`src/rtl/anl_pkg.sv`:
```
// Purpose: Shared constants for the node-list and mode record service
// Assumes: One clock, synchronous active-high reset
// Notes: Byte positions refer to the record payload
package anl_pkg;
  localparam logic [7:0] IDX_PROJ = 8'h0D;
  localparam logic [7:0] IDX_ACT = 8'h0E;
  localparam logic [7:0] IDX_DET = 8'h0F;
  localparam logic [7:0] IDX_FLAGS = 8'h10;
  localparam logic [7:0] IDX_OPMODE = 8'h11;
  localparam logic [7:0] IDX_OFFLINE = 8'h12;
  localparam logic [7:0] SLOT_SEG1 = 8'h00;
  localparam logic [7:0] SLOT_SEG2 = 8'h64;
  localparam logic [7:0] SUBSLOT_REC = 8'h01;
  localparam logic [3:0] LIST_LEN = 4'hC;
  localparam logic [3:0] FLAGS_LEN = 4'h4;
  localparam logic [3:0] BYTE_LIST0 = 4'h2;
  localparam logic [3:0] BYTE_STATUS = 4'hB;
  localparam logic [3:0] BYTE_FLAGS0 = 4'h2;
  localparam logic [3:0] BYTE_FLAGS1 = 4'h3;
  localparam logic [3:0] BYTE_LIST_B0 = 4'h6;
  localparam logic [3:0] BYTE_UNUSED = 4'hA;
  localparam logic [7:0] STAT_OK = 8'h00;
  localparam logic [7:0] STAT_NOK = 8'h01;
  localparam logic [1:0] INT_DONE = 2'h0;
  localparam logic [1:0] INT_ERR = 2'h1;
  localparam logic [1:0] INT_MODE = 2'h2;
  // Software registers for interrupts and the mode readback
  localparam logic [3:0] REG_IRQ_STAT = 4'h0;
  localparam logic [3:0] REG_IRQ_MASK = 4'h4;
  localparam logic [3:0] REG_MODES = 4'h8;
  typedef enum logic [1:0] {
    ANL_IDLE = 2'b00,
    ANL_SEND = 2'b01,
    ANL_WAIT = 2'b10
  } anl_state_t;
endpackage : anl_pkg

```
`src/rtl/anl_resp_if.sv`:
```
// Purpose: Response byte memory port bundle
// Assumes: Single clock
// Notes: Writer fills, reader fetches one byte a cycle
`timescale 1ns/1ns
interface anl_resp_if;
  logic wr_en;
  logic [3:0] wr_addr;
  logic [7:0] wr_data;
  logic [3:0] rd_addr;
  logic [7:0] rd_data;
  modport ctrl (output wr_en, output wr_addr, output wr_data,
    output rd_addr, input rd_data);
  modport mem (input wr_en, input wr_addr, input wr_data,
    input rd_addr, output rd_data);
endinterface : anl_resp_if

```
`src/rtl/anl_resp_mem.sv`:
```
// Purpose: Sixteen-byte response buffer with registered read
// Assumes: Single clock
// Notes: Read data stand one cycle after the address
`timescale 1ns/1ns
module anl_resp_mem (
  input wire logic clk,
  anl_resp_if.mem bus
);
  logic [7:0] mem_ff [16];
  logic [7:0] rd_ff;
  always_ff @(posedge clk) begin
    if (bus.wr_en) begin
      mem_ff[bus.wr_addr] <= bus.wr_data;
    end
  end
  always_ff @(posedge clk) begin
    rd_ff <= mem_ff[bus.rd_addr];
  end
  assign bus.rd_data = rd_ff;
endmodule : anl_resp_mem

```
`src/rtl/anl_node_records.sv`:
```
// Purpose: Record interpreter for node lists, flags and mode writes
// Assumes: Requests are single-cycle strobes with slot, subslot, index
// Notes: Response bytes are streamed out one per cycle after a request
//
// Chosen here: the placing of the registers and strobed register access.
`timescale 1ns/1ns
module anl_node_records
  import anl_pkg::*;
(
  input wire logic CLOCK,
  input wire logic RST,
  input wire logic REQ_RD,
  input wire logic REQ_WR,
  input wire logic [7:0] REQ_SLOT,
  input wire logic [7:0] REQ_SUBSLOT,
  input wire logic [7:0] REQ_INDEX,
  input wire logic [7:0] REQ_CMD,
  input wire logic [63:0] SEG1_PROJECTED,
  input wire logic [63:0] SEG1_ACTIVATED,
  input wire logic [63:0] SEG1_DETECTED,
  input wire logic [63:0] SEG2_PROJECTED,
  input wire logic [63:0] SEG2_ACTIVATED,
  input wire logic [63:0] SEG2_DETECTED,
  input wire logic [7:0] SEG1_FLAGS,
  input wire logic [7:0] SEG2_FLAGS,
  input wire logic [1:0] SEG1_FLAGS_HI,
  input wire logic [1:0] SEG2_FLAGS_HI,
  input wire logic [1:0] MODE_ACK_OK,
  output logic REQ_BUSY,
  output logic RESP_VALID,
  output logic RESP_LAST,
  output logic [7:0] RESP_DATA,
  output logic WR_DONE,
  output logic [7:0] WR_STATUS,
  output logic [1:0] CONFIG_MODE,
  output logic [1:0] OFFLINE_MODE,
  input wire logic [3:0] REG_ADDR,
  input wire logic [31:0] REG_WDATA,
  input wire logic REG_WR,
  input wire logic REG_RD,
  output logic [31:0] REG_RDATA,
  output logic IRQ
);
  ////////////////////////////////////////////////////////////////////////
  // Node list is 64 bits: bit n is node n (A), bit 32+n is node nB.
  function automatic logic [7:0] list_byte(input logic [63:0] lst,
                                           input logic [3:0] b);
    logic [5:0] base;
    logic [7:0] r;
    base = 6'(({2'b00, b} - {2'b00, BYTE_LIST0}) * 6'd8);
    r = 8'h00;
    for (int i = 0; i < 8; i++) begin
      r[i] = lst[6'(base + 6'(i))];
    end
    if (b == BYTE_LIST0) begin
      r[0] = 1'b0;
    end
    // Bit 0 of the first B byte would be node 0B, which has no slot
    if (b == BYTE_LIST_B0) begin
      r[0] = 1'b0;
    end
    return r;
  endfunction : list_byte

  // Remap: bytes 2..5 A nodes 0..31, bytes 6..9 B nodes 0..31
  function automatic logic [63:0] pick(input logic seg,
                                       input logic [63:0] a,
                                       input logic [63:0] b);
    return seg ? b : a;
  endfunction : pick

  // One screen for reads and writes alike
  function automatic logic addr_ok(input logic [7:0] slot,
                                   input logic [7:0] sub);
    return ((slot == SLOT_SEG1) || (slot == SLOT_SEG2)) &&
      (sub == SUBSLOT_REC);
  endfunction : addr_ok

  ////////////////////////////////////////////////////////////////////////
  anl_resp_if rif ();
  anl_resp_mem u_mem (
    .clk(CLOCK),
    .bus(rif)
  );

  anl_state_t state_ff;
  anl_state_t nxt_state;
  logic seg_ff;
  logic [7:0] idx_ff;
  logic ok_ff;
  logic [3:0] fill_ff;
  logic [3:0] len_ff;
  logic [3:0] rd_ptr_ff;
  logic vld_ff;
  logic last_ff;
  logic [7:0] data_ff;
  logic [1:0] cfg_ff;
  logic [1:0] off_ff;
  logic done_ff;
  logic [7:0] wst_ff;
  logic [2:0] irq_stat_ff;
  logic [2:0] irq_mask_ff;
  logic [31:0] rdata_ff;
  logic [63:0] cur_list;
  logic [7:0] fill_byte;
  logic is_list;
  logic is_flags;
  logic rd_ok;
  logic wr_ok;
  logic wr_seg;
  logic [2:0] ev;

  // Other slots fall to segment one; addr_ok refuses them anyway
  assign wr_seg = (REQ_SLOT == SLOT_SEG2);
  assign rd_ok = addr_ok(REQ_SLOT, REQ_SUBSLOT) &&
    (((REQ_INDEX >= IDX_PROJ) && (REQ_INDEX <= IDX_FLAGS)));
  assign wr_ok = addr_ok(REQ_SLOT, REQ_SUBSLOT) &&
    ((REQ_INDEX == IDX_OPMODE) || (REQ_INDEX == IDX_OFFLINE));
  assign is_list = (idx_ff != IDX_FLAGS);
  assign is_flags = (idx_ff == IDX_FLAGS);

  ////////////////////////////////////////////////////////////////////////
  // Request sequencer
  // Bad reads still run a full fill so the status lands last
  always_comb begin
    nxt_state = state_ff;
    case (state_ff)
      ANL_IDLE: begin
        if (REQ_RD) begin
          nxt_state = ANL_WAIT;
        end
      end
      ANL_WAIT: begin
        if (fill_ff == len_ff - 4'h1) begin
          nxt_state = ANL_SEND;
        end
      end
      ANL_SEND: begin
        if (rd_ptr_ff == len_ff) begin
          nxt_state = ANL_IDLE;
        end
      end
      default: nxt_state = ANL_IDLE;
    endcase
  end

  always_ff @(posedge CLOCK) begin
    if (RST) begin
      state_ff <= ANL_IDLE;
    end else begin
      state_ff <= nxt_state;
    end
  end

  always_ff @(posedge CLOCK) begin
    if (RST) begin
      seg_ff <= 1'b0;
      idx_ff <= 8'h00;
      ok_ff <= 1'b0;
      len_ff <= 4'h0;
    end else if (state_ff == ANL_IDLE && REQ_RD) begin
      seg_ff <= (REQ_SLOT == SLOT_SEG2);
      idx_ff <= REQ_INDEX;
      ok_ff <= rd_ok;
      len_ff <= (REQ_INDEX == IDX_FLAGS) ? FLAGS_LEN : LIST_LEN;
    end
  end

  ////////////////////////////////////////////////////////////////////////
  // Response image build, one byte per cycle into the buffer
  always_comb begin
    case (idx_ff)
      IDX_PROJ: cur_list = pick(seg_ff, SEG1_PROJECTED,
                                SEG2_PROJECTED);
      IDX_ACT: cur_list = pick(seg_ff, SEG1_ACTIVATED,
                               SEG2_ACTIVATED);
      IDX_DET: cur_list = pick(seg_ff, SEG1_DETECTED,
                               SEG2_DETECTED);
      default: cur_list = 64'h0;
    endcase
  end

  always_comb begin
    fill_byte = 8'h00;
    if (!ok_ff) begin
      fill_byte = (fill_ff == len_ff - 4'h1) ? STAT_NOK : 8'h00;
    end else if (is_list) begin
      if (fill_ff >= BYTE_LIST0 && fill_ff < BYTE_UNUSED) begin
        fill_byte = list_byte(cur_list, fill_ff);
      end else if (fill_ff == BYTE_UNUSED) begin
        fill_byte = 8'h00;
      end else if (fill_ff == BYTE_STATUS) begin
        fill_byte = STAT_OK;
      end
    end else if (is_flags) begin
      if (fill_ff == BYTE_FLAGS0) begin
        fill_byte = seg_ff ? SEG2_FLAGS : SEG1_FLAGS;
      end else if (fill_ff == BYTE_FLAGS1) begin
        fill_byte = {5'h00, off_ff[seg_ff],
          seg_ff ? SEG2_FLAGS_HI : SEG1_FLAGS_HI};
      end
    end
  end

  always_ff @(posedge CLOCK) begin
    if (RST) begin
      fill_ff <= 4'h0;
    end else if (state_ff == ANL_WAIT) begin
      fill_ff <= fill_ff + 4'h1;
    end else begin
      fill_ff <= 4'h0;
    end
  end

  assign rif.wr_en = (state_ff == ANL_WAIT);
  assign rif.wr_addr = fill_ff;
  assign rif.wr_data = fill_byte;
  assign rif.rd_addr = rd_ptr_ff;

  ////////////////////////////////////////////////////////////////////////
  // Response stream out
  always_ff @(posedge CLOCK) begin
    if (RST) begin
      rd_ptr_ff <= 4'h0;
    end else if (state_ff == ANL_SEND && rd_ptr_ff != len_ff) begin
      rd_ptr_ff <= rd_ptr_ff + 4'h1;
    end else if (state_ff != ANL_SEND) begin
      rd_ptr_ff <= 4'h0;
    end
  end

  always_ff @(posedge CLOCK) begin
    if (RST) begin
      vld_ff <= 1'b0;
      last_ff <= 1'b0;
    end else begin
      vld_ff <= (state_ff == ANL_SEND) && (rd_ptr_ff != len_ff);
      last_ff <= (state_ff == ANL_SEND) && (rd_ptr_ff == len_ff - 4'h1);
    end
  end

  assign RESP_VALID = vld_ff;
  assign RESP_LAST = last_ff;
  assign RESP_DATA = vld_ff ? rif.rd_data : 8'h00;
  // Busy covers the last byte so a new read cannot overwrite it
  assign REQ_BUSY = (state_ff != ANL_IDLE) || vld_ff;

  ////////////////////////////////////////////////////////////////////////
  // Mode commands
  // Writes during a read are dropped, not queued
  always_ff @(posedge CLOCK) begin
    if (RST) begin
      cfg_ff <= 2'b00;
      off_ff <= 2'b00;
    end else if (REQ_WR && !REQ_BUSY && wr_ok &&
                 MODE_ACK_OK[wr_seg]) begin
      if (REQ_INDEX == IDX_OPMODE) begin
        cfg_ff[wr_seg] <= REQ_CMD[0];
      end else begin
        off_ff[wr_seg] <= REQ_CMD[0];
      end
    end
  end

  always_ff @(posedge CLOCK) begin
    if (RST) begin
      done_ff <= 1'b0;
      wst_ff <= STAT_OK;
    end else begin
      done_ff <= REQ_WR && !REQ_BUSY;
      if (REQ_WR && !REQ_BUSY) begin
        wst_ff <= (wr_ok && MODE_ACK_OK[wr_seg]) ? STAT_OK
          : STAT_NOK;
      end
    end
  end

  assign WR_DONE = done_ff;
  assign WR_STATUS = wst_ff;
  assign CONFIG_MODE = cfg_ff;
  assign OFFLINE_MODE = off_ff;

  ////////////////////////////////////////////////////////////////////////
  // Interrupt status, mask and register port
  // Done also marks the last read byte, so polling is optional
  assign ev[INT_DONE] = last_ff || (done_ff && wst_ff == STAT_OK);
  assign ev[INT_ERR] = done_ff && wst_ff != STAT_OK;
  assign ev[INT_MODE] = done_ff && wst_ff == STAT_OK;

  // Set wins over a clear in the same cycle
  always_ff @(posedge CLOCK) begin
    if (RST) begin
      irq_stat_ff <= 3'h0;
    end else if (REG_WR && REG_ADDR == REG_IRQ_STAT) begin
      irq_stat_ff <= (irq_stat_ff & ~REG_WDATA[2:0]) | ev;
    end else begin
      irq_stat_ff <= irq_stat_ff | ev;
    end
  end

  always_ff @(posedge CLOCK) begin
    if (RST) begin
      irq_mask_ff <= 3'h0;
    end else if (REG_WR && REG_ADDR == REG_IRQ_MASK) begin
      irq_mask_ff <= REG_WDATA[2:0];
    end
  end

  always_ff @(posedge CLOCK) begin
    if (RST) begin
      rdata_ff <= 32'h0;
    end else if (REG_RD) begin
      case (REG_ADDR)
        REG_IRQ_STAT: rdata_ff <= {29'h0, irq_stat_ff};
        REG_IRQ_MASK: rdata_ff <= {29'h0, irq_mask_ff};
        REG_MODES: rdata_ff <= {28'h0, off_ff, cfg_ff};
        default: rdata_ff <= 32'h0;
      endcase
    end else begin
      // Read data stand for one cycle only
      rdata_ff <= 32'h0;
    end
  end

  assign REG_RDATA = rdata_ff;
  assign IRQ = |(irq_stat_ff & irq_mask_ff);
endmodule : anl_node_records

```
`config.mk`:
```
export PLATFORM = sky130hd
export DESIGN_NAME = anl_node_records
export DESIGN_NICKNAME = d
export VERILOG_FILES = /design/src/rtl/anl_pkg.sv /design/src/rtl/anl_resp_if.sv /design/src/rtl/anl_resp_mem.sv /design/src/rtl/anl_node_records.sv
export SDC_FILE = /design/constraint.sdc
export NUM_CORES = 1
export LEC_CHECK = 0
export BUFFER_PORTS_ARGS = -buffer_cell sky130_fd_sc_hd__buf_4
export CAP_MARGIN = 20
export CORE_AREA = 8 8 203 205
export DETAILED_ROUTE_END_ITERATION = 12
export DIE_AREA = 0 0 211 213
export PLACE_DENSITY_LB_ADDON = 0.05
export SLEW_MARGIN = 20
export SYNTH_ARGS = -nofsm -noshare
export SYNTH_HDL_FRONTEND = slang
export SYNTH_SLANG_ARGS = --single-unit
```
`constraint.sdc`:
```
create_clock -name CLOCK -period 3.7 [get_ports CLOCK]
set_input_delay 0.925 -clock CLOCK [delete_from_list [all_inputs] [get_ports CLOCK]]
set_output_delay 0.925 -clock CLOCK [all_outputs]
set_load 0.005 [all_outputs]
```
==> results of run 1 <==
worst min-delay path, stage by stage, from the launching register on:
cell and delay (ps):
dfxtp_1 320, nand2_1 50, a21oi_1 50
logic make-up after synthesis:
kind of cell	share of synthesized area, %
AND/OR/NAND/NOR	9.70
multiplexers	31.9
flip-flops	44.0
AO/OA/AOI/OAI	6.83
buffers and inverters	6.05
XOR/XNOR	0.721
adder cells (fa/ha/maj)	0.802
other	0.0343
flip-flops by register name, summed over array words and instances, names as in the netlist, 2 cells and up:
name,flops
idx_ff,8
state_ff,2
REG_RDATA,4
OFFLINE_MODE,2
fill_ff,4
irq_mask_ff,3
len_ff,2
u_mem.mem_ff,128
irq_stat_ff,3
rd_ptr_ff,4
CONFIG_MODE,2
u_mem.bus.rd_data,8
per-stage QoR:
step	hold WS (ps)	instances	total power, mW	utilization (%)
4_1_cts	468	1785	4.66	40.3
5_1_grt	498	1787	4.78	40.4
2_1_floorplan	439	838	2.48	-
3_3_place_gp	449	1753	2.95	38.9
6_report	470	1787	4.62	40.4
3_5_place_dp	457	1753	2.95	38.9
routing by layer:
metal | GRT usage, % | share of wire, % | vias to the layer above
li1 | - | - | 4077
met1 | 29.8 | 41 | 4522
met2 | 39.6 | 51 | 286
met3 | 6.15 | 6.8 | 22
met4 | 4.20 | 0.78 | 4
met5 | 0 | 0.050 | -
synth_stat cells (11+ instances only):
cell	count	area, um^2
clkbuf_1	26	97.6
mux2_2	23	259
a21oi_1	38	190
nor3_1	19	95.1
a221oi_1	12	105
nor2_1	55	206
nor2b_1	11	68.8
and2_1	11	68.8
mux4_2	113	2540
buf_4	41	308
mux4_1	16	420
dfxtp_1	48	961
mux2i_1	26	260
edfxtp_1	128	3840
nand2_1	68	255
nand3_1	12	60.1
layout make-up:
class	instances	area, um^2
fill	3709	22700
tap	518	648
clock buffer	17	425
clock inverter	15	134
antenna	2	5.00
sequential	176	4820
multi-input combinational	559	5600
timing repair buffer	492	3720
inverter	8	30.0
where the power goes:
part           total [mW]  switching [mW]  internal (mW)
sequential           2.14          0.0287           2.11
combinational       0.775           0.304          0.471
clock                1.70           0.821          0.883
total                4.62            1.15           3.46
path summary, 6_finish.rpt:
kind | end | startpoint | slack [ps]
max reg2reg | u_mem.mem_ff[1][6]$_DFFE_PP_ | seg_ff$_SDFFE_PP0P_ | 460
min | idx_ff[4]$_SDFFE_PP0P_ | idx_ff[4]$_SDFFE_PP0P_ | 470
min reg2reg | idx_ff[4]$_SDFFE_PP0P_ | idx_ff[4]$_SDFFE_PP0P_ | 470
max | u_mem.mem_ff[1][6]$_DFFE_PP_ | seg_ff$_SDFFE_PP0P_ | 460
==> flow_metrics.tcl, run 1 <==
set metrics [dict create \
    hpwl_mm 45.9 \
    postPlaceCellArea_um2 14800 \
    fin_skew_ps 12.0 \
    path_class "reg -> reg" \
    netlist_instances 804 \
    vias 8911 \
    initial_core_util_pct 28.7 \
    grt_overflow_total 0 \
    grt_pass1_vias 9671 \
    worstMarginPinSlew_ps 1090 \
    post-cts-setup-buffer-count 0 \
    path_delay_family "buffers and inverters" \
    tns_ps 0 \
    syn_area_um2 10900 \
    clockBufferDepth 2 \
    ys_warn_count 0 \
    dieWidth_um 211 \
    slew_headroom_pct 27.3 \
    ant_nets 0 \
    p_leak_nw 5.90 \
    async_flop_share_pct 0 \
    rsz0062_at_grt "no" \
    yosysUniqueCellTypes 57 \
    first_pass_iters 5 \
    remaining_drc_errors 0 \
    clk_pin_slew_worst_paths_ps 70 \
    place_congestion 0.876 \
    syn_avg_cell_area_um2 13.6 \
    crit_slowest_cell "dfxtp_4" \
    post_cts_resize_count 0 \
    worstPathArrival_ps 3400 \
    max_freq_mhz 308 \
    die_y_um 213 \
    syn_to_final_growth_pct 40.7 \
    crit_path_start_kind "flip-flop" \
    ctsHtreeMaxLevel 4 \
    crit_buf_inv 2 \
    cp.depth 7 \
    cp.required_ps 3850 \
    final_area_um2 15400 \
    power_density_nw_per_um2 300 \
    cap_violations 0 \
    cts_tree "built" \
    final_layout_size_suffix_gt1_share_pct 53.1 \
    first_iter_violations 702 \
    clk_latency_ps 420 \
    cp-end-kind "flip-flop" \
    crit_fanout 35 \
    layout_common_cells "buf_4 (490), edfxtp_1 (128), mux4_2 (113), nand2_1 (68), nor2_1 (55)" \
    slowest_delay_ps 720 \
    setup_slack_ps 456 \
    hold_depth 2 \
    routed_wl_mm 54.3 \
    grt_max_degree 45 \
    hold_viol 0 \
    row_count 72 \
    path_cells "buf_4 > mux4_2 > nand2_1 > a311oi_1 > o21bai_1 > o211ai_1 > buf_4" \
    fin_nets 1741 \
    path_common_cell "buf_4" \
    routed_via_density 4.99 \
    status "completed" \
    final_common_cell "buf_4" \
    hp-class "reg -> reg" \
    ys_seq_elements 176 \
    die-area_um2 44900 \
    numCtsBuffers 17 \
    hold_buffers 0 \
    core-area_um2 38100 \
    setup-violations-final 0 \
    vdd_drop_max_v 0.000310 \
    timing.final.crit_share_pct 87.7 \
    antenna_found_initial 13 \
    ff2ff_path_depth 7 \
    clockRootBuffer "clkbuf_16" \
    io_pins 537 \
    yosysSeqAreaShare_pct 44.0 \
    finalCriticalPeriod_ps 3240 \
    wl_per_cell_um 30.4 \
    maxSlewViolCount 0 \
    synth_edf_count 128 \
    port_buffers 465 \
    gr-usage-all-layers_pct 23.3 \
    synth_ff_type "edfxtp_1" \
    grt_pass1_wl_mm 73.7 \
    pre_cts_ws_ps 424 \
    clock_sinks 176 \
]
(Power assumes the default switching activity.)
==> run 2, diff against run 1 <==
Settings changed: BUFFER_PORTS_ARGS -buffer_cell sky130_fd_sc_hd__buf_4 to -buffer_cell sky130_fd_sc_hd__buf_2.
==> flow_metrics.tcl, run 2 (synthesis gave the netlist of run 1 again) <==
set metrics [dict create \
    r2r-end "u_mem.mem_ff[1][2]$_DFFE_PP_" \
    setup_slack_ps 407 \
    largest_register "u_mem.mem_ff" \
    tns_ps 0 \
    path_class "reg -> reg" \
    final_common_cell "buf_2" \
    dp.cells 1762 \
    cp.required_ps 3950 \
    core-area_um2 38100 \
    syn_to_final_growth_pct 31.3 \
    die-area_um2 44900 \
    worstPathArrival_ps 3550 \
    cap_violations 0 \
    power_density_nw_per_um2 326 \
    multiInputGateArea_um2 5600 \
    vias 9165 \
    initial_core_util_pct 28.7 \
    n_fill_cell 3857 \
    largest_register_ff_count 128 \
    hold_buffers 0 \
    final_layout_size_suffix_gt1_share_pct 53.4 \
    postPlaceCellArea_um2 13700 \
    crit_path_start_kind "flip-flop" \
    remaining_drc_errors 0 \
    fin_cells 1801 \
    slew_headroom_pct 32.8 \
    p_leak_nw 5.59 \
    row_count 72 \
    first_iter_violations 628 \
    grt_pass1_vias 9738 \
    wl_per_cell_um 30.0 \
    vdd_drop_max_v 0.000285 \
    grt_pass1_wl_mm 73.8 \
    finalCriticalPeriod_ps 3290 \
    cp-end-kind "flip-flop" \
    cts_tree "built" \
    routed_via_density 5.09 \
    crit_fanout 34 \
    numCtsBuffers 17 \
    fin_skew_ps 16.5 \
    timing.final.crit_share_pct 89.0 \
    hpwl_mm 46.3 \
    r2r_slack_ps 410 \
    pre_cts_ws_ps 432 \
    antenna_found_initial 39 \
    post-cts-setup-buffer-count 0 \
    clockRootBuffer "clkbuf_16" \
    clk_latency_ps 430 \
    crit_path_end "u_mem.mem_ff[1][2]$_DFFE_PP_" \
    io_pins 537 \
    max_freq_mhz 304 \
    final_area_um2 14400 \
    port_buffers 465 \
    gr-usage-all-layers_pct 23.2 \
    p_total_mw 4.68 \
    routed_wl_mm 54.1 \
    die_y_um 213 \
    fin_hold_ws_ps 474 \
    regArea_um2 4820 \
    hp-class "reg -> reg" \
    clockBufferDepth 2 \
    clock_sinks 176 \
    place_congestion 0.940 \
    post_cts_resize_count 0 \
    r2r_start "seg_ff$_SDFFE_PP0P_" \
    status "completed" \
    clk_pin_slew_worst_paths_ps 80 \
    ctsHtreeMaxLevel 4 \
    setup-violations-final 0 \
    ff2ff_path_depth 8 \
    first_pass_iters 5 \
    hold_viol 0 \
    dieWidth_um 211 \
    layout_common_cells "buf_2 (465), edfxtp_1 (128), mux4_2 (113), nand2_1 (68), nor2_1 (55)" \
    final_core_util_pct 37.7 \
    fin_nets 1750 \
    rsz0062_at_grt "no" \
    grt_overflow_total 0 \
    ant_nets 0 \
    grt_max_degree 47 \
    worstMarginPinSlew_ps 1010 \
    crit_start "seg_ff$_SDFFE_PP0P_" \
    maxSlewViolCount 0 \
]
[run 2: power breakdown]
part | total (mW) | internal [mW] | switching (mW)
combinational | 0.651 | 0.343 | 0.308
clock | 1.89 | 1.08 | 0.814
sequential | 2.14 | 2.11 | 0.0311
total | 4.68 | 3.53 | 1.15
[run 2: cell type report]
type | count | share of cell area (%)
multi-input cells | 559 | 39.0
flip-flops and latches | 176 | 33.6
repair buffers | 501 | 18.2
well taps | 518 | 4.52
clock buffers | 21 | 3.51
clock inverters | 11 | 0.872
inverters | 8 | 0.209
diodes | 7 | 0.122
[run 2: worst min path at each step]
stage	cells past startpoint	slack [ps]	endpoint	start
2_1_floorplan	2	440	idx_ff[4]$_SDFFE_PP0P_	idx_ff[4]$_SDFFE_PP0P_
3_3_place_gp	2	460	idx_ff[4]$_SDFFE_PP0P_	idx_ff[4]$_SDFFE_PP0P_
3_5_place_dp	2	460	idx_ff[4]$_SDFFE_PP0P_	idx_ff[4]$_SDFFE_PP0P_
4_1_cts	2	480	idx_ff[7]$_SDFFE_PP0P_	idx_ff[7]$_SDFFE_PP0P_
5_1_grt	2	510	idx_ff[7]$_SDFFE_PP0P_	idx_ff[7]$_SDFFE_PP0P_
6_report	2	470	idx_ff[7]$_SDFFE_PP0P_	idx_ff[7]$_SDFFE_PP0P_
[run 2: layer usage]
metal  routed length [um]  track usage, %  share of wire, %  vias to the layer above
met3                 3660            4.54               6.8                       43
met4                  529            3.89              0.98                       14
met2                27500            39.7                51                      357
met1                22400            30.5                41                     4659
met5                   76               0              0.14                        -
li1                     -               -                 -                     4092
[run 2: worst max-delay path, stage by stage (launching register included)]
cell	delay [ps]
dfxtp_4	730
buf_4	310
buf_4	190
mux4_2	230
a21oi_1	80
a2111oi_0	860
a31oi_1	170
o211ai_1	210
buf_4	280
==> run 3, diff against run 2 <==
Settings changed: ABC_AREA set to 1, CORE_AREA 8 8 203 205 to 8 8 200 202, DIE_AREA 0 0 211 213 to 0 0 208 210.
==> flow_metrics.tcl, run 3 <==
set metrics [dict create \
    post-cts-setup-buffer-count 0 \
    first_pass_iters 5 \
    hold_viol 0 \
    io_pins 537 \
    crit_fanout 28 \
    yosysSeqAreaShare_pct 38.4 \
    clockRootBuffer "clkbuf_16" \
    final_core_util_pct 42.5 \
    vdd_drop_max_v 0.000344 \
    die-area_um2 43700 \
    largest_register_ff_count 128 \
    routed_wl_mm 54.7 \
    clockBufferDepth 2 \
    max_freq_mhz 358 \
    hp-class "reg -> reg" \
    postPlaceCellArea_um2 15100 \
    timing.final.crit_share_pct 75.5 \
    async_flop_share_pct 0 \
    hpwl_mm 43.2 \
    synth_compound_area_share_pct 8.58 \
    cp-end-kind "flip-flop" \
    ctsHtreeMaxLevel 4 \
    r2r_slack_ps 900 \
    final_layout_size_suffix_gt1_share_pct 24.2 \
    grt_pass1_vias 13800 \
    r2r_start "idx_ff[7]$_SDFFE_PP0P_" \
    clk_pin_slew_worst_paths_ps 70 \
    synth_edf_count 128 \
    dp.cells 2734 \
    vias 13800 \
    worstMarginPinSlew_ps 896 \
    core-area_um2 37000 \
    p_total_mw 4.99 \
    power_density_nw_per_um2 318 \
    routed_via_density 4.98 \
    syn_area_um2 12500 \
    grt_overflow_total 0 \
    synth_top_area_share_pct 30.7 \
    ys_top_cells_by_area "edfxtp_1 (31%), nand2_1 (23%), nand3_1 (11%)" \
    port_buffers 465 \
    grt_max_degree 126 \
    die_y_um 210 \
    gr-usage-all-layers_pct 24.2 \
    worstPathArrival_ps 3050 \
    setup-violations-final 0 \
    yosysUniqueCellTypes 38 \
    antenna_found_initial 21 \
    hold_buffers 0 \
    fin_skew_ps 11.2 \
    r2r-end "u_mem.mem_ff[7][5]$_DFFE_PP_" \
    crit_path_end "u_mem.mem_ff[7][5]$_DFFE_PP_" \
    synth_ff_type "edfxtp_1" \
    fin_hold_ws_ps 459 \
    rsz0062_at_grt "no" \
    power_frac_clock_pct 35.3 \
    fin_cells 2775 \
    largest_register "u_mem.mem_ff" \
    tns_ps 0 \
    place_congestion 0.891 \
    p_sw_share_pct 30.1 \
    wl_per_cell_um 19.7 \
    yosysMostFrequentCell "nand2_1" \
    cts_tree "built" \
    p_leak_nw 7.57 \
    n_fill_cell 4055 \
    synth_commonest_cells "nand2_1 (765), nand3_1 (269), edfxtp_1 (128), inv_1 (128), nor2_1 (119)" \
    syn_to_final_growth_pct 25.3 \
    clock_sinks 176 \
    synth-xor-area-share_pct 0.490 \
    p_int_mw 3.49 \
    slew_headroom_pct 40.1 \
    p_switching_mw 1.50 \
    ff2ff_path_depth 11 \
    row_count 71 \
    seqPwrFrac_pct 43.3 \
    setup_slack_ps 905 \
    path_class "reg -> reg" \
    cp.required_ps 3960 \
    status "completed" \
    remaining_drc_errors 0 \
    netlist_instances 1883 \
    layout_common_cells "nand2_1 (765), buf_2 (465), nand3_1 (269), inv_1 (128), edfxtp_1 (128)" \
    crit_start "idx_ff[7]$_SDFFE_PP0P_" \
    synthSimpleGateAreaFrac_pct 40.3 \
    dieWidth_um 208 \
    ant_nets 0 \
    final_area_um2 15700 \
    final_common_cell "nand2_1" \
    ys_seq_elements 176 \
    first_iter_violations 944 \
    initial_core_util_pct 33.9 \
    maxSlewViolCount 0 \
    synth_top_family_by_area "simple AND/OR/NAND/NOR gates" \
    pre_cts_ws_ps 908 \
    numCtsBuffers 17 \
    synth.area.mux_share_pct 0.0799 \
    combPwrFrac_pct 21.4 \
    finalCriticalPeriod_ps 2800 \
    crit_path_start_kind "flip-flop" \
    syn_avg_cell_area_um2 6.65 \
    synthAdderAreaFrac_pct 0.700 \
    ys_warn_count 0 \
    yosys.area.top_type "edfxtp_1" \
    cap_violations 0 \
    clk_latency_ps 440 \
    post_cts_resize_count 0 \
    fin_nets 2766 \
    grt_pass1_wl_mm 81.9 \
]
## run 3: power groups by stage
| stage | Combinational [mW] | Sequential (mW) | Clock (mW) |
|---|---|---|---|
| after global routing | 1.20 | 2.16 | 1.88 |
| after floorplan | 0.622 | 2.19 | 0 |
| after CTS | 1.07 | 2.16 | 1.80 |
| final | 1.07 | 2.16 | 1.76 |
| after detailed placement | 1.06 | 2.20 | 0 |
| after global placement | 1.06 | 2.20 | 0 |
## run 3: worst min path at each step
stage                           startpoint                      to  slack, ps  cells past startpoint
global placement    idx_ff[7]$_SDFFE_PP0P_  idx_ff[7]$_SDFFE_PP0P_        440                      2
detailed placement  idx_ff[6]$_SDFFE_PP0P_  idx_ff[6]$_SDFFE_PP0P_        450                      2
CTS                 idx_ff[6]$_SDFFE_PP0P_  idx_ff[6]$_SDFFE_PP0P_        460                      2
finish              idx_ff[6]$_SDFFE_PP0P_  idx_ff[6]$_SDFFE_PP0P_        460                      2
global route        idx_ff[6]$_SDFFE_PP0P_  idx_ff[6]$_SDFFE_PP0P_        490                      2
floorplan           idx_ff[6]$_SDFFE_PP0P_  idx_ff[6]$_SDFFE_PP0P_        430                      2
## run 3: per-layer routing
layer,part of all wire [%],up-vias,GRT usage [%]
met5,0.15,-,0
met4,1.8,12,6.17
met3,8.4,58,7.17
met2,46,544,39.5
met1,44,6306,31.3
li1,-,6907,-
## run 3: logic make-up after synthesis
| kind of cell | count (synthesis) |
|---|---|
| and+or+nand+nor | 1212 |
| adders and majority gates | 7 |
| DFF | 176 |
| buffers and inverters | 296 |
| other | 1 |
| AOI/OAI and AO/OA | 183 |
| muxes | 1 |
| xor gates and xnor gates | 7 |
## run 3: worst max-delay path, cell delays in order (launching register included)
cell	delay (ps)
dfxtp_1	300
inv_1	60
nand2_1	110
nor2_4	720
buf_4	330
nand3_1	90
nand4_1	240
nand3_1	130
nand3_1	100
nand3_1	110
a21oi_1	150
buf_4	270
## run 3: cell type report
cell class | count | area [um^2] | area share (%)
clock inverter | 15 | 155 | 0.989
tap | 474 | 593 | 3.78
timing repair buffer | 507 | 2760 | 17.6
sequential | 176 | 4810 | 30.7
multi-input combinational | 1445 | 6430 | 41.0
inverter | 132 | 500 | 3.19
clock buffer | 17 | 425 | 2.71
antenna | 9 | 22.5 | 0.144
